$ cat src/shared/tbo_pkg.sv
// Constants and types for the 10Base-T operations register block
`default_nettype none
package tbo_pkg;
	localparam int CLK_MHZ = 20;
	localparam logic [4:0] TBO_REG_ADDR = 5'h12;
	localparam int REG_W = 16;
	localparam int BIT_REMOTE_JABBER = 15;
	localparam int BIT_POL_REVERSED = 14;
	localparam int RSVD_HI = 13;
	localparam int RSVD_LO = 6;
	localparam int BIT_JABBER_INH = 5;
	localparam int BIT_RSVD_ONE = 4;
	localparam int BIT_AUTOPOL_INH = 3;
	localparam int BIT_SQE_INH = 2;
	localparam int BIT_LINKLOSS_INH = 1;
	localparam int BIT_SQUELCH_INH = 0;
	localparam logic [15:0] TBO_RESET_VALUE = 16'h0010;
	localparam logic [15:0] TBO_RW_MASK = 16'h3fff;
	localparam logic [15:0] TBO_ZERO = 16'h0000;
	// Jabber limit on transmit and receive activity, in microseconds
	localparam int JABBER_LIMIT_US = 20000;
	localparam int JABBER_LIMIT_CYCLES = JABBER_LIMIT_US * CLK_MHZ;
	// SQE test: delay after end of transmit, then pulse width
	localparam int SQE_DELAY_NS = 800;
	localparam int SQE_WIDTH_NS = 1000;
	localparam int SQE_DELAY_CYCLES = (SQE_DELAY_NS * CLK_MHZ + 999) / 1000;
	localparam int SQE_WIDTH_CYCLES = (SQE_WIDTH_NS * CLK_MHZ + 999) / 1000;
	localparam int SQE_CNT_W = 6;
	localparam int SYNC_W = 8;
	typedef enum logic [2:0] {
		LINK_FAIL = 3'b001,
		LINK_WAIT_IDLE = 3'b010,
		LINK_PASS = 3'b100
	} tbo_link_state_type;
	typedef enum logic [2:0] {
		SQE_IDLE = 3'b001,
		SQE_WAIT = 3'b010,
		SQE_PULSE = 3'b100
	} tbo_sqe_state_type;
endpackage
`default_nettype wire

$ cat src/shared/tbo_sqe_if.sv
// Interface between the register block and its SQE test generator
`default_nettype none
interface tbo_sqe_if;
	logic tx_en;
	logic sqe_enable;
	logic sqe_col;
	modport ctrl (output tx_en, output sqe_enable, input sqe_col);
	modport gen (input tx_en, input sqe_enable, output sqe_col);
endinterface
`default_nettype wire

$ cat src/verilog/tbo_sqe_gen.sv
// SQE test pulse generator following the end of each transmission
`default_nettype none
module tbo_sqe_gen
	import tbo_pkg::*;
(
	input wire logic core_clk, // 20 MHz clock
	input wire logic rst_n, // Async reset, active low
	tbo_sqe_if.gen sqe // Transmit enable in, collision pulse out
);
	tbo_sqe_state_type state_reg;
	logic [SQE_CNT_W-1:0] cnt_reg;
	logic tx_en_d_reg;
	logic tx_end;

	assign tx_end = tx_en_d_reg & ~sqe.tx_en;

	always_ff @(posedge core_clk or negedge rst_n) begin
		if (!rst_n) begin
			tx_en_d_reg <= 1'b0;
		end else begin
			tx_en_d_reg <= sqe.tx_en;
		end
	end

	// Enable is sampled at packet end; a new packet aborts a pending test
	always_ff @(posedge core_clk or negedge rst_n) begin
		if (!rst_n) begin
			state_reg <= SQE_IDLE;
			cnt_reg <= '0;
		end else begin
			case (state_reg)
				SQE_IDLE: begin
					if (tx_end && sqe.sqe_enable) begin
						state_reg <= SQE_WAIT;
						cnt_reg <= SQE_CNT_W'(SQE_DELAY_CYCLES - 1);
					end
				end
				SQE_WAIT: begin
					if (sqe.tx_en) begin
						state_reg <= SQE_IDLE;
					end else if (cnt_reg == '0) begin
						state_reg <= SQE_PULSE;
						cnt_reg <= SQE_CNT_W'(SQE_WIDTH_CYCLES - 1);
					end else begin
						cnt_reg <= cnt_reg - 1'b1;
					end
				end
				SQE_PULSE: begin
					if (cnt_reg == '0) begin
						state_reg <= SQE_IDLE;
					end else begin
						cnt_reg <= cnt_reg - 1'b1;
					end
				end
				default: begin
					state_reg <= SQE_IDLE;
				end
			endcase
		end
	end

	assign sqe.sqe_col = (state_reg == SQE_PULSE);
endmodule // tbo_sqe_gen
`default_nettype wire

$ cat src/verilog/tbo_ops_reg.sv
// 10Base-T operations register with its monitor and control logic
// Function
// - Register sits at management address 18.
// - Remote jabber flag latches high, clears on read or reset.
// - Receive activity timed with transmit jabber limit; flag drives nothing else.
// - Polarity flag is one when receive pair is reversed.
// - Reception continues normally whatever the pair polarity.
// - Jabber inhibit bit disables the transmit jabber check.
// - Auto polarity inhibit bit stops automatic polarity correction.
// - Polarity correction completes only with automatic crossover disabled.
// - SQE inhibit bit stops SQE test pulses.
// - SQE test pulses collision shortly after transmit enable falls.
// - Full duplex or repeater mode suppresses SQE test.
// - Automatic SQE suppression never alters the stored inhibit bit.
// - Link loss inhibit forces the link state machine to pass.
// - Squelch inhibit requires valid data then idle before link.
`default_nettype none
module tbo_ops_reg
	import tbo_pkg::*;
#(
	parameter int JABBER_CYCLES = JABBER_LIMIT_CYCLES // Jabber limit in clocks
) (
	input wire logic core_clk, // 20 MHz clock
	input wire logic rst_n, // Async reset, active low
	input wire logic [4:0] mgmt_addr, // Management register address
	input wire logic mgmt_wr, // Write strobe, one cycle
	input wire logic [15:0] mgmt_wdata, // Write data
	input wire logic mgmt_rd, // Read strobe, one cycle
	output logic [15:0] mgmt_rdata, // Read data, registered
	output logic mgmt_rvalid, // Read data valid pulse
	input wire logic tx_en, // Transmit enable from MAC
	input wire logic rx_active, // Receive activity on the pair
	input wire logic rx_pol_reversed, // Front end sees pair reversed
	input wire logic rx_valid_data, // Valid 10Base-T data seen
	input wire logic rx_idle, // Idle seen after data
	input wire logic rx_link_lost, // Link test pulses missing
	input wire logic full_duplex, // Full-duplex mode
	input wire logic repeater_mode, // Repeater mode
	input wire logic mdix_auto_en, // Automatic crossover enabled
	output logic rx_pol_correct, // Invert receive data
	output logic tx_jabber, // Transmit jabber, halts transmit
	output logic link_pass, // Link integrity passed
	output logic sqe_col // SQE test collision pulse
);
	logic [SYNC_W-1:0] sync1_reg;
	logic [SYNC_W-1:0] sync2_reg;
	logic s_tx_en, s_rx_active, s_pol, s_valid, s_idle, s_lost, s_fdx, s_rep, s_mdix;
	logic [15:0] ctrl_reg;
	logic rjab_reg;
	logic pol_reg;
	logic [31:0] rx_cnt_reg;
	logic [31:0] tx_cnt_reg;
	logic rx_jab_event;
	logic sel, rd_hit, wr_hit;
	logic [15:0] rd_value;
	tbo_link_state_type link_reg;
	tbo_link_state_type link_next;
	tbo_sqe_if sqe_bus ();

	function automatic logic [31:0] bump(input logic active, input logic [31:0] cnt);
		bump = active ? ((cnt == 32'hffff_ffff) ? cnt : cnt + 32'h1) : 32'h0;
	endfunction

	// All front-end and MAC levels arrive from other timing domains
	always_ff @(posedge core_clk or negedge rst_n) begin
		if (!rst_n) begin
			sync1_reg <= '0;
			sync2_reg <= '0;
		end else begin
			sync1_reg <= {mdix_auto_en, repeater_mode, full_duplex, rx_link_lost,
				rx_idle, rx_valid_data, rx_pol_reversed, rx_active};
			sync2_reg <= sync1_reg;
		end
	end
	assign {s_mdix, s_rep, s_fdx, s_lost, s_idle, s_valid, s_pol, s_rx_active} = sync2_reg;

	logic txs1_reg, txs2_reg;
	always_ff @(posedge core_clk or negedge rst_n) begin
		if (!rst_n) begin
			txs1_reg <= 1'b0;
			txs2_reg <= 1'b0;
		end else begin
			txs1_reg <= tx_en;
			txs2_reg <= txs1_reg;
		end
	end
	assign s_tx_en = txs2_reg;

	assign sel = (mgmt_addr == TBO_REG_ADDR);
	assign rd_hit = sel & mgmt_rd;
	assign wr_hit = sel & mgmt_wr;

	// Reserved bits are stored as written; the manager keeps defaults there
	always_ff @(posedge core_clk or negedge rst_n) begin
		if (!rst_n) begin
			ctrl_reg <= TBO_RESET_VALUE;
		end else if (wr_hit) begin
			ctrl_reg <= mgmt_wdata & TBO_RW_MASK;
		end
	end

	// Receive jabber uses the transmit criterion: activity past the limit
	always_ff @(posedge core_clk or negedge rst_n) begin
		if (!rst_n) begin
			rx_cnt_reg <= '0;
		end else begin
			rx_cnt_reg <= bump(s_rx_active, rx_cnt_reg);
		end
	end
	assign rx_jab_event = s_rx_active && (rx_cnt_reg == 32'(JABBER_CYCLES - 1));

	// Set wins over the clear of a simultaneous read
	always_ff @(posedge core_clk or negedge rst_n) begin
		if (!rst_n) begin
			rjab_reg <= 1'b0;
		end else if (rx_jab_event) begin
			rjab_reg <= 1'b1;
		end else if (rd_hit) begin
			rjab_reg <= 1'b0;
		end
	end

	always_ff @(posedge core_clk or negedge rst_n) begin
		if (!rst_n) begin
			pol_reg <= 1'b0;
		end else if (s_pol) begin
			pol_reg <= 1'b1;
		end else if (rd_hit) begin
			pol_reg <= 1'b0;
		end
	end

	// Automatic crossover cannot settle on an inverted pair, so correct only without it
	assign rx_pol_correct = s_pol & ~ctrl_reg[BIT_AUTOPOL_INH]
		& ~s_mdix;

	// Transmit jabber holds until transmit enable drops or the jabber inhibit bit is set
	always_ff @(posedge core_clk or negedge rst_n) begin
		if (!rst_n) begin
			tx_cnt_reg <= '0;
		end else begin
			tx_cnt_reg <= bump(s_tx_en, tx_cnt_reg);
		end
	end
	always_ff @(posedge core_clk or negedge rst_n) begin
		if (!rst_n) begin
			tx_jabber <= 1'b0;
		end else if (ctrl_reg[BIT_JABBER_INH] || !s_tx_en) begin
			tx_jabber <= 1'b0;
		end else if (tx_cnt_reg >= 32'(JABBER_CYCLES - 1)) begin
			tx_jabber <= 1'b1;
		end
	end

	// Link integrity
	always_comb begin
		link_next = link_reg;
		case (link_reg)
			LINK_FAIL: begin
				if (s_valid) begin
					link_next = ctrl_reg[BIT_SQUELCH_INH] ? LINK_WAIT_IDLE : LINK_PASS;
				end
			end
			LINK_WAIT_IDLE: begin
				if (s_lost) begin
					link_next = LINK_FAIL;
				end else if (s_idle) begin
					link_next = LINK_PASS;
				end
			end
			LINK_PASS: begin
				if (s_lost) begin
					link_next = LINK_FAIL;
				end
			end
			default: begin
				link_next = LINK_FAIL;
			end
		endcase
		if (ctrl_reg[BIT_LINKLOSS_INH]) begin
			link_next = LINK_PASS;
		end
	end
	always_ff @(posedge core_clk or negedge rst_n) begin
		if (!rst_n) begin
			link_reg <= LINK_FAIL;
		end else begin
			link_reg <= link_next;
		end
	end
	assign link_pass = (link_reg == LINK_PASS);

	// Suppression is applied here only; the stored inhibit bit is untouched
	assign sqe_bus.tx_en = s_tx_en;
	assign sqe_bus.sqe_enable = ~ctrl_reg[BIT_SQE_INH]
		& ~s_fdx & ~s_rep;
	assign sqe_col = sqe_bus.sqe_col;

	tbo_sqe_gen u_sqe (
		.core_clk(core_clk),
		.rst_n(rst_n),
		.sqe(sqe_bus.gen)
	);

	always_comb begin
		rd_value = ctrl_reg;
		rd_value[BIT_REMOTE_JABBER] = rjab_reg;
		rd_value[BIT_POL_REVERSED] = pol_reg;
	end

	// Unmapped addresses read as zero with a valid pulse
	always_ff @(posedge core_clk or negedge rst_n) begin
		if (!rst_n) begin
			mgmt_rdata <= TBO_ZERO;
			mgmt_rvalid <= 1'b0;
		end else begin
			mgmt_rvalid <= mgmt_rd;
			if (mgmt_rd) begin
				mgmt_rdata <= sel ? rd_value : TBO_ZERO;
			end
		end
	end
endmodule // tbo_ops_reg
`default_nettype wire

$ cat config.mk
export PLATFORM = sky130hd
export DESIGN_NAME = tbo_ops_reg
export DESIGN_NICKNAME = d
export VERILOG_FILES = /design/src/shared/tbo_pkg.sv /design/src/shared/tbo_sqe_if.sv /design/src/verilog/tbo_sqe_gen.sv /design/src/verilog/tbo_ops_reg.sv
export SDC_FILE = /design/constraint.sdc
export NUM_CORES = 1
export LEC_CHECK = 0
export ABC_AREA = 1
export BUFFER_PORTS_ARGS = -buffer_cell sky130_fd_sc_hd__buf_4
export CORE_MARGIN = 5
export CORE_UTILIZATION = 45
export DETAILED_ROUTE_END_ITERATION = 16
export SLEW_MARGIN = 10
export SYNTH_ARGS = -nofsm -noshare
export SYNTH_HDL_FRONTEND = slang
export SYNTH_SLANG_ARGS = --single-unit
$ cat constraint.sdc
create_clock -name core_clk -period 2.13 [get_ports core_clk]
set_clock_uncertainty 0.15 [all_clocks]
set_input_delay 0.5325 -clock core_clk [delete_from_list [all_inputs] [get_ports core_clk]]
set_output_delay 0.5325 -clock core_clk [all_outputs]
set_load 0.005 [all_outputs]
==> results of run 1 <==
[metrics by stage]
stage,std cells,setup slack [ps],power [W]
6_report,1223,52.7,0.00633
3_5_place_dp,1190,262,0.00339
5_1_grt,1223,2.01,0.00664
2_1_floorplan,950,490,0.00312
3_3_place_gp,1190,306,0.00337
4_1_cts,1223,32.7,0.00641
[cell usage after synthesis, types with 2 or more instances]
master	n	area [um2]
nand2_1	331	1240
nor2_1	139	522
dfrtp_1	126	3150
nand3_1	116	581
inv_1	106	398
o21ai_0	31	155
or2_2	15	93.8
nor3_1	11	55.1
nand4_1	8	50.1
a21oi_1	7	35.0
buf_6	6	67.6
o31ai_1	6	45.0
o22ai_1	5	31.3
buf_1	4	15.0
clkbuf_1	4	15.0
nor2_4	4	45.0
buf_2	3	15.0
dfstp_2	3	78.8
ha_1	3	37.5
inv_2	3	11.3
nand3_2	3	30.0
o21ai_1	3	15.0
nand2_2	2	12.5
o21ai_2	2	17.5
xor2_1	2	17.5
[worst reg2reg max path, cell delays in order (launching register included)]
cell and delay, ps:
dfrtp_1 410, ha_1 210, nand3_2 120, inv_2 130, nand2_2 100, nor2_4 140
nand3_2 160, buf_4 230, o31ai_1 80
[how the worst min path moves through the flow]
| stage | end | cells past startpoint | from |
|---|---|---|---|
| after global routing | sync1_reg[0]$_DFF_PN0_ | 1 | rx_active |
| after detailed placement | sync2_reg[2]$_DFF_PN0_ | 0 | sync1_reg[2]$_DFF_PN0_ |
| after CTS | sync1_reg[0]$_DFF_PN0_ | 1 | rx_active |
| final | sync1_reg[0]$_DFF_PN0_ | 1 | rx_active |
| after global placement | sync2_reg[5]$_DFF_PN0_ | 0 | sync1_reg[5]$_DFF_PN0_ |
| after floorplan | ctrl_reg[0]$_DFFE_PN0P_ | 0 | rst_n |
[power groups by stage]
stage	Clock (W)	Sequential, W	Combinational [W]
floorplan	0	0.00274	0.000384
CTS	0.00306	0.00272	0.000632
global route	0.00318	0.00274	0.000716
finish	0.00300	0.00272	0.000613
global placement	0	0.00275	0.000619
detailed placement	0	0.00276	0.000627
[layout make-up]
cell class | instances | area, um2
inverters | 109 | 409
fillers | 1479 | 6930
multi-input cells | 694 | 3050
flip-flops and latches | 129 | 3230
well taps | 188 | 235
clock inverters | 14 | 179
repair buffers | 71 | 564
clock buffers | 18 | 429
[routing by layer]
| layer | GRT usage, % | part of all wire (%) |
|---|---|---|
| met1 | 25.8 | 45 |
| met3 | 4.18 | 3.4 |
| met5 | 0 | 0 |
| met4 | 6.52 | 2.2 |
| met2 | 32.7 | 49 |
[kinds of logic (layout without fill, tap and decap cells)]
family,Yosys count,in the layout,share of synthesized area [%]
DFF,129,129,47.4
and+or+nand+nor,635,635,39.6
AOI/OAI and AO/OA,54,54,4.39
buffers and inverters,127,212,7.77
adders and majority gates,3,3,0.551
xor gates and xnor gates,2,2,0.257
==> summary.md, run 1 <==
| Metric | Value |
|---|---|
| DP Wirelength | `12.5 mm` |
| Slew Viols, Final | `0` |
| Maximum vdd drop | `0.761 mV` |
| Detailed-route via count | `6004` |
| Count of cell types in the netlist | `32` |
| Delay of the slowest critical-path stage | `520 ps` |
| Drt pass-1 iters | `5` |
| DRC violations left | `0` |
| Drt total wl | `16.7 mm` |
| Count of flip-flops with a built-in enable after synthesis | `0` |
| Clock power share | `47.4%` |
| RD Place Congestion | `0.903` |
| Longest Clk Path Bufs | `2` |
| Fmax | `0.481 GHz` |
| Cts bufs inserted | `17` |
| RSZ-0062 raised after global routing | `false` |
| Post-route cell area | `8100 um2` |
| Net Sw Frac | `25.8%` |
| Post-Place Cell Area | `7480 um2` |
| Synth Flop Type | `dfrtp_1` |
| Row count | `45` |
| Fin Hold WS | `66.1 ps` |
| Share of cells above drive strength 1 | `13.2%` |
| Max-Cap Viols | `0` |
| Die Span X | `133 um` |
| Syn_area_per_cell | `7.17 um2` |
| Ys async rst share | `100%` |
| Worst path depth | `4` |
| Worst Path Arrival | `1390 ps` |
| Post-layout min period | `2080 ps` |
| CTS tree | `built` |
| Setup crit end kind | `primary output` |
| CP Launch Type | `flop` |
| Cell count of the worst reg-to-reg path | `8` |
| Via density per instance | `4.91` |
| First-pass GRT wire length | `28.2 mm` |
| FF-to-FF End | `rx_cnt_reg[8]$_DFFE_PN0P_` |
| Post-CTS setup buffer count | `0` |
| # hold bufs at CTS | `1` |
| Global-route congestion overflow total | `0` |
| Ant diodes | `0` |
| Port bufs | `52` |
| Pwr dens | `781 nW/um2` |
| Syn-to-layout area delta | `18.9%` |
| Syn Inst Count | `950` |
| Core area | `15000 um2` |
| Final Hold Vio Count | `0` |
| Final setup TNS | `0 ps` |
| CP max stage cell | `dfstp_2` |
| Leading cell type in the layout, fill and taps excluded | `nand2_1` |
| Reg power frac | `42.9%` |
| Seq cells post-synth | `129` |
| Most used cell along the critical path | `inv_1` |
| HP Class | `input pin to flop` |
| Root Buffer | `clkbuf_16` |
| Top delay family on crit path | `flip-flops` |
| Crit path kind | `flop to primary output` |
| Overall routing resource usage | `19.7%` |
| Slew @ Worst Pin | `442 ps` |
| Post-Synthesis Cell Area | `6820 um2` |
| Cell leakage power | `4.04 nW` |
| WP buf/inv | `3` |
| Final Util | `53.9%` |
| Initial antenna violation count | `0` |
| Chip height | `133 um` |
| I/O pin cnt | `55` |
| Nets@finish | `1059` |
| Die area | `17700 um2` |
| P_sw | `0.00163 W` |
| Period utilization | `97.5%` |
| H-tree depth | `4` |
| Relative slew margins | `70.5%` |
| R2R Path Start | `rx_cnt_reg[0]$_DFFE_PN0P_` |
| Critical Path Start | `u_sqe.state_reg[0]$_DFFE_PN1P_` |
| Synth Net Count | `987` |
| Seq/Total Area, Yosys | `47.4%` |
| Largest net degree at the start of global routing | `41` |
| WP data required | `1450 ps` |
| CP Max Fanout | `6` |
| Reg2Reg Setup Slack | `280 ps` |
| Comb power frac | `9.7%` |
| Setup crit end | `sqe_col` |
| Clock Latency Late Sink | `420 ps` |
| CP cell instances | `inv_1, nand3_1, inv_1, buf_4` |
| Drt wl/cell | `13.7 um` |
| Commonest cells after routing, fill and taps aside | `nand2_1, nor2_1, dfrtp_1` |
| Setup Viol. Count Final | `0` |
| Status | `complete, no violations` |
| Internal Dissipation | `0.00470 W` |
| Initial drt markers | `425` |
| Vias in the first global route | `5867` |
| Post-DRT Antenna Nets | `0` |
| Post_cts resized | `0` |
| Clock edge transition at the registers on the reported setup and hold paths | `60 ps` |
| Initial Utilization | `45.3%` |
| Clock sinks | `129` |
| Yosys Warn Count | `0` |
Power figures use the tool's default switching activity.
==> run 2, diff against run 1 <==
--- a/config.mk
+++ b/config.mk
@@ -7,7 +7,7 @@
 export LEC_CHECK = 0
 export ABC_AREA = 1
 export BUFFER_PORTS_ARGS = -buffer_cell sky130_fd_sc_hd__buf_4
-export CORE_MARGIN = 5
+export CORE_MARGIN = 1.5
 export CORE_UTILIZATION = 45
 export DETAILED_ROUTE_END_ITERATION = 16
 export SLEW_MARGIN = 10
==> run 2 against run 1 <==
Against the previous run:
- clock power is 8.0% lower
- routed wire length is 1.6% lower
- largest cell class unchanged
- highest routed layer unchanged
- worst hold slack better by 5.4 ps
==> summary.md, run 2 (same netlist as run 1, synthesis figures left out) <==
| Metric | Value |
|---|---|
| Initial antenna violation count | `0 (unchanged)` |
| DP Wirelength | `12.3 mm (-1.6%)` |
| Post-CTS setup buffer count | `0 (unchanged)` |
| Post-layout min period | `2020 ps (-61.0 ps)` |
| Cell leakage power | `4.05 nW (+0.16%)` |
| Final Util | `55.2% (+1.3 points)` |
| Nets@finish | `1063 (+0.38%)` |
| Post-route cell area | `8090 um2 (-0.22%)` |
| Clock sinks | `129 (unchanged)` |
| Initial drt markers | `379 (-11%)` |
| Slew Viols, Final | `0 (unchanged)` |
| CP Launch Type | `flop` |
| Cts bufs inserted | `17 (unchanged)` |
| CTS tree | `built` |
| Die Span X | `126 um (-5.3%)` |
| Drt total wl | `16.5 mm (-1.6%)` |
| Worst Path Arrival | `1330 ps (-60 ps)` |
| Delay of the slowest critical-path stage | `510 ps (about the same)` |
| Slew @ Worst Pin | `450 ps (+8.18 ps)` |
| Detailed-route via count | `6047 (+0.72%)` |
| I/O pin cnt | `55 (unchanged)` |
| HP Class | `input pin to flop` |
| Ant diodes | `0 (unchanged)` |
| Commonest cells after routing, fill and taps aside | `nand2_1, nor2_1, dfrtp_1` |
| Fin Hold WS | `71.5 ps (+5.42 ps)` |
| Setup crit end kind | `primary output` |
| Relative slew margins | `70.0% (-0.55 points)` |
| Clock Latency Late Sink | `410 ps (about the same)` |
| Die area | `15900 um2 (-10%)` |
| Drt wl/cell | `13.5 um (-1.6%)` |
| Period utilization | `94.7% (-2.9 points)` |
| Multi-input gate area | `3050 um2 (unchanged)` |
| Syn-to-layout area delta | `18.6%` |
| Root Buffer | `clkbuf_16` |
| Vias in the first global route | `5731 (-2.3%)` |
| Fillers | `1426 (-3.6%)` |
| Chip height | `126 um (-5.3%)` |
| Final setup TNS | `0 ps (unchanged)` |
| Status | `complete, no violations` |
| Crit path kind | `flop to primary output` |
| Port bufs | `52 (unchanged)` |
| DRC violations left | `0 (unchanged)` |
| Row count | `44 (-2.2%)` |
| CP Max Fanout | `6 (unchanged)` |
| WP data required | `1450 ps (about the same)` |
| Fmax | `0.496 GHz (+3.0%)` |
| Longest Clk Path Bufs | `2 (unchanged)` |
| Global-route congestion overflow total | `0 (unchanged)` |
| Overall routing resource usage | `22.3% (+2.5 points)` |
| WP buf/inv | `3 (unchanged)` |
| Post-Place Cell Area | `7510 um2 (+0.33%)` |
| CP max stage cell | `dfstp_2` |
| Core area | `14600 um2 (-2.6%)` |
| Via density per instance | `4.94 (+0.72%)` |
| Setup Viol. Count Final | `0 (unchanged)` |
| Drt pass-1 iters | `5 (unchanged)` |
| H-tree depth | `4 (unchanged)` |
| RSZ-0062 raised after global routing | `false` |
| CP cell instances | `inv_1, nand3_1, inv_2, buf_4` |
| Max-Cap Viols | `0 (unchanged)` |
| Share of cells above drive strength 1 | `13.8% (+0.53 points)` |
| Register area | `3230 um2 (unchanged)` |
| Leading cell type in the layout, fill and taps excluded | `nand2_1` |
| RD Place Congestion | `0.924 (+2.3%)` |
| Reg2Reg Setup Slack | `240 ps (-40 ps)` |
| Post-DRT Antenna Nets | `0 (unchanged)` |
| Maximum vdd drop | `0.614 mV (-19%)` |
| Pwr dens | `753 nW/um2 (-3.7%)` |
| Final Hold Vio Count | `0 (unchanged)` |
| Largest net degree at the start of global routing | `45 (+9.8%)` |
| Top delay family on crit path | `flip-flops` |
| Initial Utilization | `46.5% (+1.2 points)` |
| Clock edge transition at the registers on the reported setup and hold paths | `60 ps (about the same)` |
| First-pass GRT wire length | `28.1 mm (-0.41%)` |
[run 2: changes by cell type in the layout (fill, tap and decap cells not counted), sizes merged]
cell / change
buf: +4
bufinv: -2
clkbuf: +1
clkinv: +4
inv: -3
[run 2: metal layers]
layer / share of wire [%] / GRT usage [%]
met3: 3.5 / 4.55
met4: 1.4 / 7.10
met2: 48 / 36.7
met5: 0 / 0
met1: 47 / 29.7
[run 2: path summary, 6_finish.rpt]
path,startpoint,to,cells past startpoint
max in group asynchronous,rst_n,rx_cnt_reg[24]$_DFFE_PN0P_,3
worst min-delay path,rx_active,sync1_reg[0]$_DFF_PN0_,1
worst max-delay path,u_sqe.state_reg[0]$_DFFE_PN1P_,sqe_col,4
worst max register to register,rx_cnt_reg[0]$_DFFE_PN0P_,rx_cnt_reg[8]$_DFFE_PN0P_,8
min in group asynchronous,rst_n,tx_jabber$_DFFE_PN0P_,2
worst min register to register,txs1_reg$_DFF_PN0_,s_tx_en$_DFF_PN0_,0
[run 2: metrics by stage]
step	total power [W]	cells	setup WS, ps
after floorplan	0.00312	950	490
after global placement	0.00336	1190	260
after detailed placement	0.00337	1190	262
after CTS	0.00617	1223	54.9
after global routing	0.00643	1223	15.5
final	0.00608	1223	114
[run 2: what timing repair did]
action	4_1_cts	5_1_grt
resized for setup	0	1
endpoints found under the setup margin	0	1
hold buffers	1	0
endpoints found under the hold margin	40	0
[run 2: cell type report]
cell class	instances	area share [%]
clock inverters	13	1.39
repair buffers	75	7.35
clock buffers	19	5.60
inverters	109	5.06
well taps	184	2.85
flip-flops and latches	129	40.0
multi-input cells	694	37.8
[run 2: report_power, final]
group          switching [W]  leakage [nW]  internal, W
Combinational       0.000384          2.08     0.000223
Clock                0.00110         0.275      0.00166
Sequential         0.0000984          1.69      0.00262
Total                0.00158          4.05      0.00450
